`src/hdl/mss_pkg.sv`:
```
// Purpose: Shared constants and carriers for the mirror array supply sequencer
// Assumes: 40 MHz system clock
// Notes:   Times are held in their own unit and converted to cycles here
package mss_pkg;

  localparam int unsigned CLK_HZ            = 40_000_000;
  localparam int unsigned CLK_PERIOD_NS     = 25;
  // Offset settled to bias/reset supply enable, minimum and nominal
  localparam int unsigned OFFSET_TO_BIAS_MIN_US = 1000;
  localparam int unsigned OFFSET_TO_BIAS_NOM_US = 2000;
  // Offset power good hold after its enable drops
  localparam int unsigned PG_HOLD_NS        = 100;
  // Settle waits of own choosing for the logic supply and discharge
  localparam int unsigned LOGIC_SETTLE_US   = 100;
  localparam int unsigned DISCHARGE_US      = 1000;

  localparam int unsigned CNT_W = 24;

  // Least times round up to whole cycles
  localparam int unsigned OFFSET_TO_BIAS_CYC =
    (OFFSET_TO_BIAS_NOM_US * (CLK_HZ / 1_000_000));
  localparam int unsigned OFFSET_TO_BIAS_MIN_CYC =
    (OFFSET_TO_BIAS_MIN_US * (CLK_HZ / 1_000_000));
  localparam int unsigned PG_HOLD_CYC =
    (PG_HOLD_NS + CLK_PERIOD_NS - 1) / CLK_PERIOD_NS;
  localparam int unsigned LOGIC_SETTLE_CYC  = LOGIC_SETTLE_US * (CLK_HZ / 1_000_000);
  localparam int unsigned DISCHARGE_CYC     = DISCHARGE_US * (CLK_HZ / 1_000_000);

  // Command port register map
  localparam logic [3:0] REG_CTRL   = 4'h0;
  localparam logic [3:0] REG_STATUS = 4'h4;
  localparam int unsigned CTRL_UP_BIT     = 0;
  localparam int unsigned CTRL_DOWN_BIT   = 1;
  localparam int unsigned STAT_UP_BIT     = 0;
  localparam int unsigned STAT_OFF_BIT    = 1;
  localparam int unsigned STAT_EMERG_BIT  = 2;
  localparam int unsigned STAT_FAULT_BIT  = 3;
  localparam int unsigned STAT_STATE_LSB  = 8;

  typedef enum logic [9:0] {
    MSS_OFF      = 10'h001,
    MSS_LOGIC    = 10'h002,
    MSS_WAIT_OE  = 10'h004,
    MSS_OFFSET   = 10'h008,
    MSS_DELAY    = 10'h010,
    MSS_BIAS     = 10'h020,
    MSS_ON       = 10'h040,
    MSS_PARK     = 10'h080,
    MSS_PG_HOLD  = 10'h100,
    MSS_DISCH    = 10'h200
  } mss_state_t;

  typedef struct packed {
    logic logic_en;
    logic offset_en;
    logic bias_en;
    logic mreset_en;
    logic power_down_n;
    logic inputs_en;
    logic global_bias;
    logic park_req;
  } mss_pins_t;

  typedef struct packed {
    logic logic_pg;
    logic offset_power_good;
    logic controller_reset_out_en_n;
    logic park_done_out_en_n;
    logic power_loss;
  } mss_sense_t;

  typedef struct packed {
    mss_state_t       st;
    logic [CNT_W-1:0] cnt;
    mss_pins_t        pins;
    logic             emerg;
    logic             fault;
    logic             up_req;
    logic             down_req;
    logic [31:0]      rdata;
  } mss_regs_t;

endpackage : mss_pkg

```
`src/hdl/mss_sequencer.sv`:
```
// Purpose: Controller-side supply sequencer for a micromirror array device
// Assumes: Sense inputs are synchronous to clk_sys; regulators report power good
// Notes:   Software orders power up and down over a plain strobe port
//
// The placing of the registers and strobed register access are this design's own decisions.
`timescale 1ns/1ps
module mss_sequencer #(
  parameter int unsigned OFFSET_TO_BIAS_CYC = mss_pkg::OFFSET_TO_BIAS_CYC,
  parameter int unsigned LOGIC_SETTLE_CYC   = mss_pkg::LOGIC_SETTLE_CYC,
  parameter int unsigned DISCHARGE_CYC      = mss_pkg::DISCHARGE_CYC
) (
  // Clock and reset
  input  wire logic              clk_sys,
  input  wire logic              resetn,
  // Command port
  input  wire logic [3:0]        addr,
  input  wire logic [31:0]       wdata,
  input  wire logic              wr_stb,
  input  wire logic              rd_stb,
  output logic      [31:0]       rdata,
  // Supply and mirror side
  input  wire mss_pkg::mss_sense_t sense,
  output mss_pkg::mss_pins_t     pins
);

  mss_pkg::mss_regs_t r_q;
  mss_pkg::mss_regs_t r_d;

  localparam logic [mss_pkg::CNT_W-1:0] CNT_ZERO = '0;
  localparam logic [mss_pkg::CNT_W-1:0] PG_HOLD  =
    mss_pkg::CNT_W'(mss_pkg::PG_HOLD_CYC);

  function automatic logic [mss_pkg::CNT_W-1:0] cyc(input int unsigned n);
    cyc = mss_pkg::CNT_W'(n);
  endfunction : cyc

  function automatic logic done(input logic [mss_pkg::CNT_W-1:0] c);
    done = (c == CNT_ZERO);
  endfunction : done

  always_comb begin
    r_d = r_q;
    if (!done(r_q.cnt)) begin
      r_d.cnt = r_q.cnt - cyc(1);
    end
    r_d.rdata = 32'h0000_0000;
    if (rd_stb) begin
      case (addr)
        mss_pkg::REG_CTRL: begin
          r_d.rdata[mss_pkg::CTRL_UP_BIT]   = r_q.up_req;
          r_d.rdata[mss_pkg::CTRL_DOWN_BIT] = r_q.down_req;
        end
        mss_pkg::REG_STATUS: begin
          r_d.rdata[mss_pkg::STAT_UP_BIT]    = (r_q.st == mss_pkg::MSS_ON);
          r_d.rdata[mss_pkg::STAT_OFF_BIT]   = (r_q.st == mss_pkg::MSS_OFF);
          r_d.rdata[mss_pkg::STAT_EMERG_BIT] = r_q.emerg;
          r_d.rdata[mss_pkg::STAT_FAULT_BIT] = r_q.fault;
          r_d.rdata[mss_pkg::STAT_STATE_LSB +: 10] = r_q.st;
        end
        default: begin
          r_d.rdata = 32'h0000_0000;
        end
      endcase
    end
    case (r_q.st)
      mss_pkg::MSS_OFF: begin
        r_d.pins = '0;
        if (r_q.up_req) begin
          r_d.up_req         = 1'b0;
          r_d.down_req       = 1'b0;
          r_d.emerg          = 1'b0;
          r_d.fault          = 1'b0;
          r_d.pins.logic_en  = 1'b1;
          r_d.cnt            = cyc(LOGIC_SETTLE_CYC);
          r_d.st             = mss_pkg::MSS_LOGIC;
        end
      end
      mss_pkg::MSS_LOGIC: begin
        // Settle time and power good must both be met
        if (done(r_q.cnt) && sense.logic_pg) begin
          r_d.pins.inputs_en = 1'b1;
          r_d.st             = mss_pkg::MSS_WAIT_OE;
        end
      end
      mss_pkg::MSS_WAIT_OE: begin
        if (sense.controller_reset_out_en_n) begin
          r_d.pins.power_down_n = 1'b1;
          r_d.pins.offset_en    = 1'b1;
          r_d.st                = mss_pkg::MSS_OFFSET;
        end
      end
      mss_pkg::MSS_OFFSET: begin
        if (sense.offset_power_good) begin
          r_d.cnt = cyc(OFFSET_TO_BIAS_CYC);
          r_d.st  = mss_pkg::MSS_DELAY;
        end
      end
      mss_pkg::MSS_DELAY: begin
        if (!sense.offset_power_good) begin
          // Offset sagged: the delay must restart from a settled supply
          r_d.st = mss_pkg::MSS_OFFSET;
        end else if (done(r_q.cnt)) begin
          r_d.pins.bias_en   = 1'b1;
          r_d.pins.mreset_en = 1'b1;
          r_d.st             = mss_pkg::MSS_BIAS;
        end
      end
      mss_pkg::MSS_BIAS: begin
        r_d.pins.global_bias = 1'b1;
        r_d.st               = mss_pkg::MSS_ON;
      end
      mss_pkg::MSS_ON: begin
        if (r_q.down_req || sense.power_loss) begin
          r_d.down_req      = 1'b0;
          r_d.emerg         = sense.power_loss;
          r_d.pins.park_req = 1'b1;
          r_d.st            = mss_pkg::MSS_PARK;
        end
      end
      mss_pkg::MSS_PARK: begin
        if (sense.power_loss) begin
          r_d.emerg = 1'b1;
        end
        if (sense.park_done_out_en_n) begin
          r_d.pins.park_req     = 1'b0;
          r_d.pins.global_bias  = 1'b0;
          r_d.pins.power_down_n = 1'b0;
          r_d.pins.bias_en      = 1'b0;
          r_d.pins.mreset_en    = 1'b0;
          r_d.pins.offset_en    = 1'b0;
          r_d.pins.inputs_en    = 1'b0;
          r_d.cnt               = PG_HOLD;
          r_d.st                = mss_pkg::MSS_PG_HOLD;
        end else if (r_q.emerg && !sense.offset_power_good) begin
          // Power good fell before park completed
          r_d.fault = 1'b1;
        end
      end
      mss_pkg::MSS_PG_HOLD: begin
        // Early loss of power good within the hold after an emergency park is tolerated
        if (!done(r_q.cnt) && !sense.offset_power_good && !r_q.emerg) begin
          r_d.fault = 1'b1;
        end
        if (done(r_q.cnt)) begin
          r_d.cnt = cyc(DISCHARGE_CYC);
          r_d.st  = mss_pkg::MSS_DISCH;
        end
      end
      mss_pkg::MSS_DISCH: begin
        if (done(r_q.cnt) && !sense.offset_power_good) begin
          r_d.pins.logic_en = 1'b0;
          r_d.st            = mss_pkg::MSS_OFF;
        end
      end
      default: begin
        r_d.st   = mss_pkg::MSS_OFF;
        r_d.pins = '0;
      end
    endcase
    // Latched after the state logic so a strobe in the consuming cycle is kept
    if (wr_stb && addr == mss_pkg::REG_CTRL) begin
      if (wdata[mss_pkg::CTRL_UP_BIT]) begin
        r_d.up_req = 1'b1;
      end
      if (wdata[mss_pkg::CTRL_DOWN_BIT]) begin
        r_d.down_req = 1'b1;
      end
    end
  end

  always_ff @(posedge clk_sys or negedge resetn) begin
    if (!resetn) begin
      r_q <= '{st: mss_pkg::MSS_OFF, default: '0};
    end else begin
      r_q <= r_d;
    end
  end

  assign rdata = r_q.rdata;
  assign pins  = r_q.pins;

endmodule : mss_sequencer

```
`config.mk`:
```
export PLATFORM = sky130hd
export DESIGN_NAME = mss_sequencer
export DESIGN_NICKNAME = d
export VERILOG_FILES = /design/src/hdl/mss_pkg.sv /design/src/hdl/mss_sequencer.sv
export SDC_FILE = /design/constraint.sdc
export NUM_CORES = 1
export LEC_CHECK = 0
export CAP_MARGIN = 0
export CORE_UTILIZATION = 45
export DETAILED_ROUTE_END_ITERATION = 8
export DONT_BUFFER_PORTS = 1
export PLACE_DENSITY_LB_ADDON = 0.12
export SETUP_SLACK_MARGIN = 0.15
export SLEW_MARGIN = 30
export SYNTH_ARGS = -nofsm -noshare
export SYNTH_HDL_FRONTEND = slang
export SYNTH_SLANG_ARGS = --single-unit
```
`constraint.sdc`:
```
create_clock -name clk_sys -period 3.7 [get_ports clk_sys]
set_clock_uncertainty 0.2 [all_clocks]
set_input_delay 0.74 -clock clk_sys [delete_from_list [all_inputs] [get_ports clk_sys]]
set_output_delay 0.74 -clock clk_sys [all_outputs]
set_load 0.01 [all_outputs]
```
Word-level counts from Yosys, hierarchy flattened --
Cells that the tools add are included.
Operators by class: mux-type cells 44, equality and inequality tests 26, add/sub/neg operators 1, bitwise logic cells 6, reduce and logical (&&, ||, !) cells 29
Operators by type and width (number):
- 34-bit 2-to-1 mux | 3
- 10-bit one-hot mux with 10 select lines | 1
- 24-bit one-hot mux with 4 select lines | 1
- 10-bit 2-to-1 mux | 7
- 35-bit 2-to-1 mux | 1
- 7-bit OR reduction | 5
- 2-bit inequality test, second input constant | 13
- 24-bit logical NOT | 1
- 24-bit 2-to-1 mux | 1
- 1-bit one-hot mux with 3 select lines | 8
- 24-bit by 1-bit subtractor with 24-bit output, second input constant | 1
- 18-bit 2-to-1 mux | 1
- 1-bit 2-to-1 mux | 11
- 10-bit by 1-bit == test with 1-bit output, second input constant | 1
- 10-bit == test, second input constant | 1
- 10-bit by 2-bit == test with 1-bit output, second input constant | 1
- 10-bit by 3-bit == test with 1-bit output, second input constant | 1
- 10-bit by 4-bit == test with 1-bit output, second input constant | 1
- 10-bit by 5-bit == test with 1-bit output, second input constant | 1
- 10-bit by 6-bit == test with 1-bit output, second input constant | 1
- 10-bit by 7-bit == test with 1-bit output, second input constant | 1
- 10-bit by 8-bit == test with 1-bit output, second input constant | 1
- 10-bit by 9-bit == test with 1-bit output, second input constant | 1
- 2-bit 2-to-1 mux | 5
- 20 further kinds | 37
Word-level totals: input bits 45, register bits 78, output and inout bits 40, word-level logic and storage cells 121

Depth between registers and ports, before layout --
Gate-level depths: netlist of run 1.
depth in word-level cells 6, mapped depth 10, depth with buffers taken out 9

Worst setup path after synthesis of run 1 --
OpenSTA, ideal clock, no wires.
kind flip-flop to flip-flop, start point register r_q[44] (netlist bit), end point register r_q[71] (netlist bit), clock period less this slack 2918 ps, buffers on the path 1, required time 3404 ps, arrival 2622 ps, cell stages (with the launch flop) 10, slack 782 ps, library setup time 96 ps, path through dfrtp_1 inv_1 ha_1 or4b_1 or4_1 buf_4 o21ai_2 a21boi_1 or4_4 o32ai_2
On the way: longest elaborated chain between the ends 4, elaborated cells on any way between the ends 8, those cells by class eq/ne: 4; reduce/logical: 4
RTL lines:
- from (decl) | RTL line mss_sequencer.sv:26 | mss_pkg::mss_regs_t r_q;
- from (signal assigned) | RTL line mss_sequencer.sv:175 | r_q <= r_d;
- 24-bit logical NOT * | RTL line mss_sequencer.sv:38 | done = (c == CNT_ZERO);
- 1-bit logical AND, on equally long branches | RTL line mss_sequencer.sv:150, mss_sequencer.sv:80
- 2-bit inequality test (no line)
- 9-bit AND reduction (no line) *
Every way passes the cells marked *; elsewhere a longest branch is shown, timed or not. A chain may end at the register's enable or synchronous reset.

Final worst setup path of run 1 --
Ends and elaborated chain as after synthesis.

==> results of run 1 <==
==> cell type report <==
class                      instances  area share
multi-input combinational        255       0.459
sequential                        58       0.418
clock buffer                      12      0.0475
tap                               99      0.0356
timing repair buffer               9      0.0252
inverter                           7     0.00756
clock inverter                     4     0.00720
==> per-stage QoR <==
stage / cell area (µm²) / utilization / hold slack, ps / worst slack, ps
after floorplan: 3430 / - / 244 / 782
after global placement: 3260 / 0.449 / 246 / 463
after detailed placement: 3260 / 0.449 / 246 / 436
after CTS: 3480 / 0.479 / 19.5 / 437
after global routing: 3480 / 0.479 / 10.0 / 282
final: 3480 / 0.479 / 32.4 / 453
==> cells in the final DEF (no fill, tap or decap), types with 12 or more instances in the layout <==
cell type,synthesis,final
nor4_1,13,13
nor3_1,18,18
clkbuf_8,0,12
nand2_1,20,20
nor2_1,33,33
conb_1,1,18
a21oi_1,12,12
xnor2_1,17,17
and2_1,12,12
dfrtp_1,57,57
==> Yosys cell counts, types with 7 or more instances <==
| library cell | instances |
|---|---|
| and2_1 | 12 |
| buf_4 | 41 |
| nand2_1 | 20 |
| nand4b_1 | 7 |
| inv_1 | 7 |
| nor3_1 | 18 |
| a21oi_1 | 12 |
| xnor2_1 | 17 |
| dfrtp_1 | 57 |
| o21ai_0 | 11 |
| nor2_1 | 33 |
| clkbuf_1 | 12 |
| xor2_1 | 8 |
| nor4_1 | 13 |
==> worst register-to-register path: cells and delay by family (launching register included) <==
kind / cells / cell delay (ps)
compound gates: 2 / 320
fa+ha+maj: 1 / 140
buf+inv: 1 / 110
flops: 1 / 400
simple gates: 4 / 1980
==> power by group through the flow <==
stage | registers, W | clock network [W] | logic, W
3_3_place_gp | 0.000821 | 0 | 0.000528
6_report | 0.000814 | 0.000564 | 0.000549
4_1_cts | 0.000813 | 0.000582 | 0.000550
5_1_grt | 0.000830 | 0.000613 | 0.000616
2_1_floorplan | 0.000787 | 0 | 0.000458
3_5_place_dp | 0.000825 | 0 | 0.000531
==> layer usage <==
layer / up-vias / track usage / part of all wire
met1: 1164 / 0.298 / 0.48
met5: - / 0 / 0
met2: 86 / 0.308 / 0.43
li1: 1193 / - / -
met3: 17 / 0.0588 / 0.061
met4: 0 / 0.103 / 0.022
==> kinds of logic (layout without fill, tap and decap cells) <==
kind of cell | after synthesis | count (layout) | share of synthesized area
and+or+nand+nor | 147 | 147 | 0.250
buffers and inverters | 61 | 32 | 0.114
AOI/OAI and AO/OA | 59 | 59 | 0.119
DFF | 58 | 58 | 0.431
xor gates and xnor gates | 25 | 25 | 0.0650
adders and majority gates | 3 | 3 | 0.0111
muxes | 3 | 3 | 0.00892
other | 1 | 18 | 0.00111
==> how the worst max path moves through the flow <==
| stage | end | startpoint | cells past startpoint |
|---|---|---|---|
| after CTS | r_q[71] | r_q[44] | 8 |
| after floorplan | r_q[71] | r_q[44] | 9 |
| after global routing | r_q[71] | r_q[44] | 8 |
| after detailed placement | r_q[53] | r_q[44] | 8 |
| final | r_q[71] | r_q[44] | 8 |
| after global placement | r_q[71] | r_q[44] | 8 |
==> flip-flops by register name (all words and copies together) (netlist names) <==
register and cells:
pins 6, r_q 38, rdata 14
==> repair_timing <==
action / CTS / global route
gates resized for setup: 0 / 0
hold buffers: 1 / 0
endpoints found under the hold margin: 57 / 0
==> run summary, run 1 <==
status: completed
Synthesis Warnings: 0
Synth top area share: 0.423
max cap viols: 0
worst path buffer plus inverter count: 1
cell area after synthesis: 3370 µm²
Reg clk slew, reported paths: 70 ps
# port buffers: 0
antenna cell count: 0
fin nets: 388
vias in the first global route: 2331
CTS max path bufs: 2
synth top area cells: dfrtp_1, buf_4, xnor2_1
Final Hold Fails: 0
fin crit share: 0.878
Via Count: 2460
GR Overflow Total: 0
max frequency: 0.308 GHz
via-per-instance ratio: 5.54
CP Launch Type: flop
largest net degree at the start of global routing: 58
Core Region: 7250 µm²
Max VDD drop: 0.000212 V
final WL: 7.57 mm
critical path's slowest cell: or4_1
drt first pass iters: 4
Finished Layout Cells: 444
die area: 7830 µm²
area of the multi-input gates: 1600 µm²
cell count after placement: 427
routability cong.: 0.892
Final Slew Violations: 0
# DRC: 0
Die Width: 88.5 µm
first-pass GRT wire length: 12.3 mm
Req. time, crit path: 3760 ps
TNS Setup: 0 ps
Crit Path Class: reg2reg
DRT iter0 DRCs: 188
Max FO, Critical Path: 10
mean post-synth cell area: 9.43 µm²
htree depth: 3
Leakage Power: 1.56 nW
Post-Synthesis Cells: 357
dominant synthesized flop cell: dfrtp_1
CP top delay family: simple AND/OR/NAND/NOR gates
Layout area overhead: 3.19%
IO Count: 85
Pwr Total: 0.00193 W
cell taking the most area after synthesis: dfrtp_1
FP Rows: 31
Worst R2R Path Depth: 8
share of cells above drive strength 1: 0.107
critical path cell sequence: inv_1 -> ha_1 -> or4b_1 -> or4_1 -> nor2_8 -> a21oi_2 -> or4_4 -> o32ai_2
Slowest Stage Delay on Critical Path: 730 ps
worst-skew pair later-pin latency: 350 ps
share of the yosys chip area belonging to registers: 0.431
antenna violations before repair: 0
Clk pwr share: 0.293
combinational share of power: 0.285
Yosys cell types: 60
RSZ-0062 raised after global routing: no
initial core utilization: 0.464
r2r startpoint: r_q[44]
Reg area: 1450 µm²
DR WL/cell: 17.1 µm
ys async rst share: 1.00
post-CTS setup buffer count: 0
Routed Antenna Nets: 0
Sw Pwr: 0.000691 W
# fillers: 699
sequential share of power: 0.423
#FFs+latches synth: 58
CTS tree: done
Sink Count: 58
Rel. slew slack: 0.584
Reg2Reg Setup Slack: 450 ps
minimum clock period after layout: 3250 ps
Total Routing Usage GR: 0.215
Hold/Removal Path Class: in2async
Arr. time, crit path: 3300 ps
die height: 88.5 µm
Final setup viols: 0
FF-to-FF End: r_q[71]
Worst-Margin Slew: 619 ps
Post-synth EDFFs: 0
HPWL after DPL: 5.35 mm
critical path endpoint category: flop
pwr dens: 554 nW/µm²
Cell Int Power: 0.00124 W
Net Sw Frac: 0.359
Root Buffer: clkbuf_8
CTS Buf Count: 9
No activity file was read; power rests on OpenSTA's default activity.
==> inputs of run 2 (changes only) <==
--- a/config.mk
+++ b/config.mk
@@ -6,7 +6,7 @@
 export NUM_CORES = 1
 export LEC_CHECK = 0
 export CAP_MARGIN = 0
-export CORE_UTILIZATION = 45
+export CORE_UTILIZATION = 55
 export DETAILED_ROUTE_END_ITERATION = 8
 export DONT_BUFFER_PORTS = 1
 export PLACE_DENSITY_LB_ADDON = 0.12
==> run 2 against run 1 <==
  * Die area down 18%
  * Hold slack better by 6.5 ps
  * Sequential power about the same
  * Design area up 0.40%
  * Clock power up 16%
  * Count of clock-buffer cells in the layout down 1
  * Non-clock buffer count up 2
  * Largest cell class unchanged
  * Largest power group unchanged
  * Highest routed layer unchanged
==> run summary, run 2 (same netlist as run 1, synthesis figures left out) <==
RSZ-0062 raised after global routing: no
Hold/Removal Path Class: in2async
CP Launch Type: flop
die height: 80.3 µm
antenna violations before repair: 0
Via Count: 2504
Max FO, Critical Path: 10
Met2 Wirelength: 3.07 mm
Worst Setup Slack, final: 440 ps
initial core utilization: 0.569
share of cells above drive strength 1: 0.110
Reg clk slew, reported paths: 60 ps
drt first pass iters: 5
Final setup viols: 0
finished layout cell area: 3490 µm²
Die Width: 80.3 µm
Worst-Margin Slew: 615 ps
IO Count: 85
# fillers: 522
Final Hold Fails: 0
fin crit share: 0.881
post-CTS setup buffer count: 0
worst path buffer plus inverter count: 2
Placement Cell Area: 3240 µm²
antenna cell count: 0
critical path startpoint: r_q[44]
first-pass GRT wire length: 11.9 mm
status: completed
commonest cells after routing, fill and taps aside: dfrtp_1, nor2_1, nand2_1, nor3_1, conb_1
critical path cell sequence: inv_1 -> ha_1 -> or4b_1 -> or4_1 -> nor2_8 -> o21ai_1 -> nor2_1 -> buf_4 -> a21oi_1
CTS Buf Count: 9
Post-Route M1 WL: 3.47 mm
Total Routing Usage GR: 0.253
Net Sw Frac: 0.337
cell count after placement: 405
Cell Int Power: 0.00133 W
most common cell after layout, fill and taps aside: dfrtp_1
Rel. slew slack: 0.586
final WL: 7.30 mm
Crit Path Class: reg2reg
vias in the first global route: 2323
die area: 6440 µm²
Sw Pwr: 0.000679 W
htree depth: 3
# DRC: 0
CTS max path bufs: 2
CP top delay family: simple AND/OR/NAND/NOR gates
CTS Hold Bufs: 1
Max VDD drop: 0.000333 V
Core Region: 5920 µm²
combinational share of power: 0.272
Layout area overhead: 3.60%
Slowest Stage Delay on Critical Path: 740 ps
GR Overflow Total: 0
Leakage Power: 1.59 nW
Finished Layout Cells: 422
WL met3: 596 µm
fin nets: 390
worst-skew pair later-pin latency: 350 ps
minimum clock period after layout: 3260 ps
pwr dens: 577 nW/µm²
Layout Utilization: 0.589
critical path depth: 9
Final Slew Violations: 0
critical path's slowest cell: or4_1
Root Buffer: clkbuf_8
Critical path destination: r_q[47]
largest net degree at the start of global routing: 58
pre-CTS setup slack: 434 ps
Req. time, crit path: 3700 ps
max reg flops: 38
Reg with most FFs: r_q
DRT iter0 DRCs: 231
routability cong.: 0.905
Reg2Reg Setup Slack: 440 ps
max frequency: 0.307 GHz
r2r startpoint: r_q[44]
PostCTS Resize Cnt: 0
Sink Count: 58
CTS tree: done
Arr. time, crit path: 3260 ps
via-per-instance ratio: 5.93
sequential share of power: 0.403
FF-to-FF End: r_q[47]
FP Rows: 28
TNS Setup: 0 ps
DR WL/cell: 17.3 µm
Top Metal Used: met4
critical path endpoint category: flop
HPWL after DPL: 5.20 mm
max cap viols: 0
Clk pwr share: 0.325
Routed Antenna Nets: 0
Worst R2R Path Depth: 9
# port buffers: 0
==> run 2: routing by layer <==
layer  up-vias  GRT usage
li1       1204          -
met1      1165      0.357
met4         0      0.104
met2       118      0.354
met3        17     0.0818
met5         -          0
==> run 2: area by class of cell <==
type / instances / area, µm² / share of cell area
well taps: 75 / 93.8 / 0.0269
multi-input cells: 255 / 1600 / 0.457
clock buffers: 11 / 141 / 0.0405
repair buffers: 11 / 103 / 0.0294
inverters: 7 / 26.3 / 0.00753
flip-flops and latches: 58 / 1450 / 0.416
clock inverters: 5 / 77.6 / 0.0222
==> run 2: how the worst min path moves through the flow <==
| stage | startpoint | end | slack (ps) | depth (start not counted) |
|---|---|---|---|---|
| after floorplan | resetn | pins[0] | 240 | 0 |
| after global placement | resetn | rdata[1] | 250 | 0 |
| after detailed placement | resetn | rdata[1] | 250 | 0 |
| after CTS | resetn | r_q[68] | 30 | 0 |
| after global routing | resetn | r_q[68] | 20 | 0 |
| final | resetn | r_q[68] | 40 | 0 |
==> run 2: through the flow <==
stage / total power [W] / hold slack [ps]
2_1_floorplan: 0.00124 / 244
3_3_place_gp: 0.00135 / 246
3_5_place_dp: 0.00135 / 245
4_1_cts: 0.00202 / 28.2
5_1_grt: 0.00214 / 21.0
6_report: 0.00201 / 38.9
==> run 2: power by group through the flow <==
stage	sequential (W)	combinational (W)	clock, W
5_1_grt	0.000826	0.000619	0.000695
2_1_floorplan	0.000787	0.000458	0
6_report	0.000812	0.000549	0.000654
3_3_place_gp	0.000820	0.000525	0
4_1_cts	0.000811	0.000549	0.000663
3_5_place_dp	0.000821	0.000530	0
==> run 2: worst reg2reg max path, stage by stage, from the launching register on <==
cell and delay [ps]:
dfrtp_1 390, inv_1 100, ha_1 140, or4b_1 480, or4_1 740, nor2_8 260, o21ai_1 180, nor2_1 350
buf_4 220, a21oi_1 50
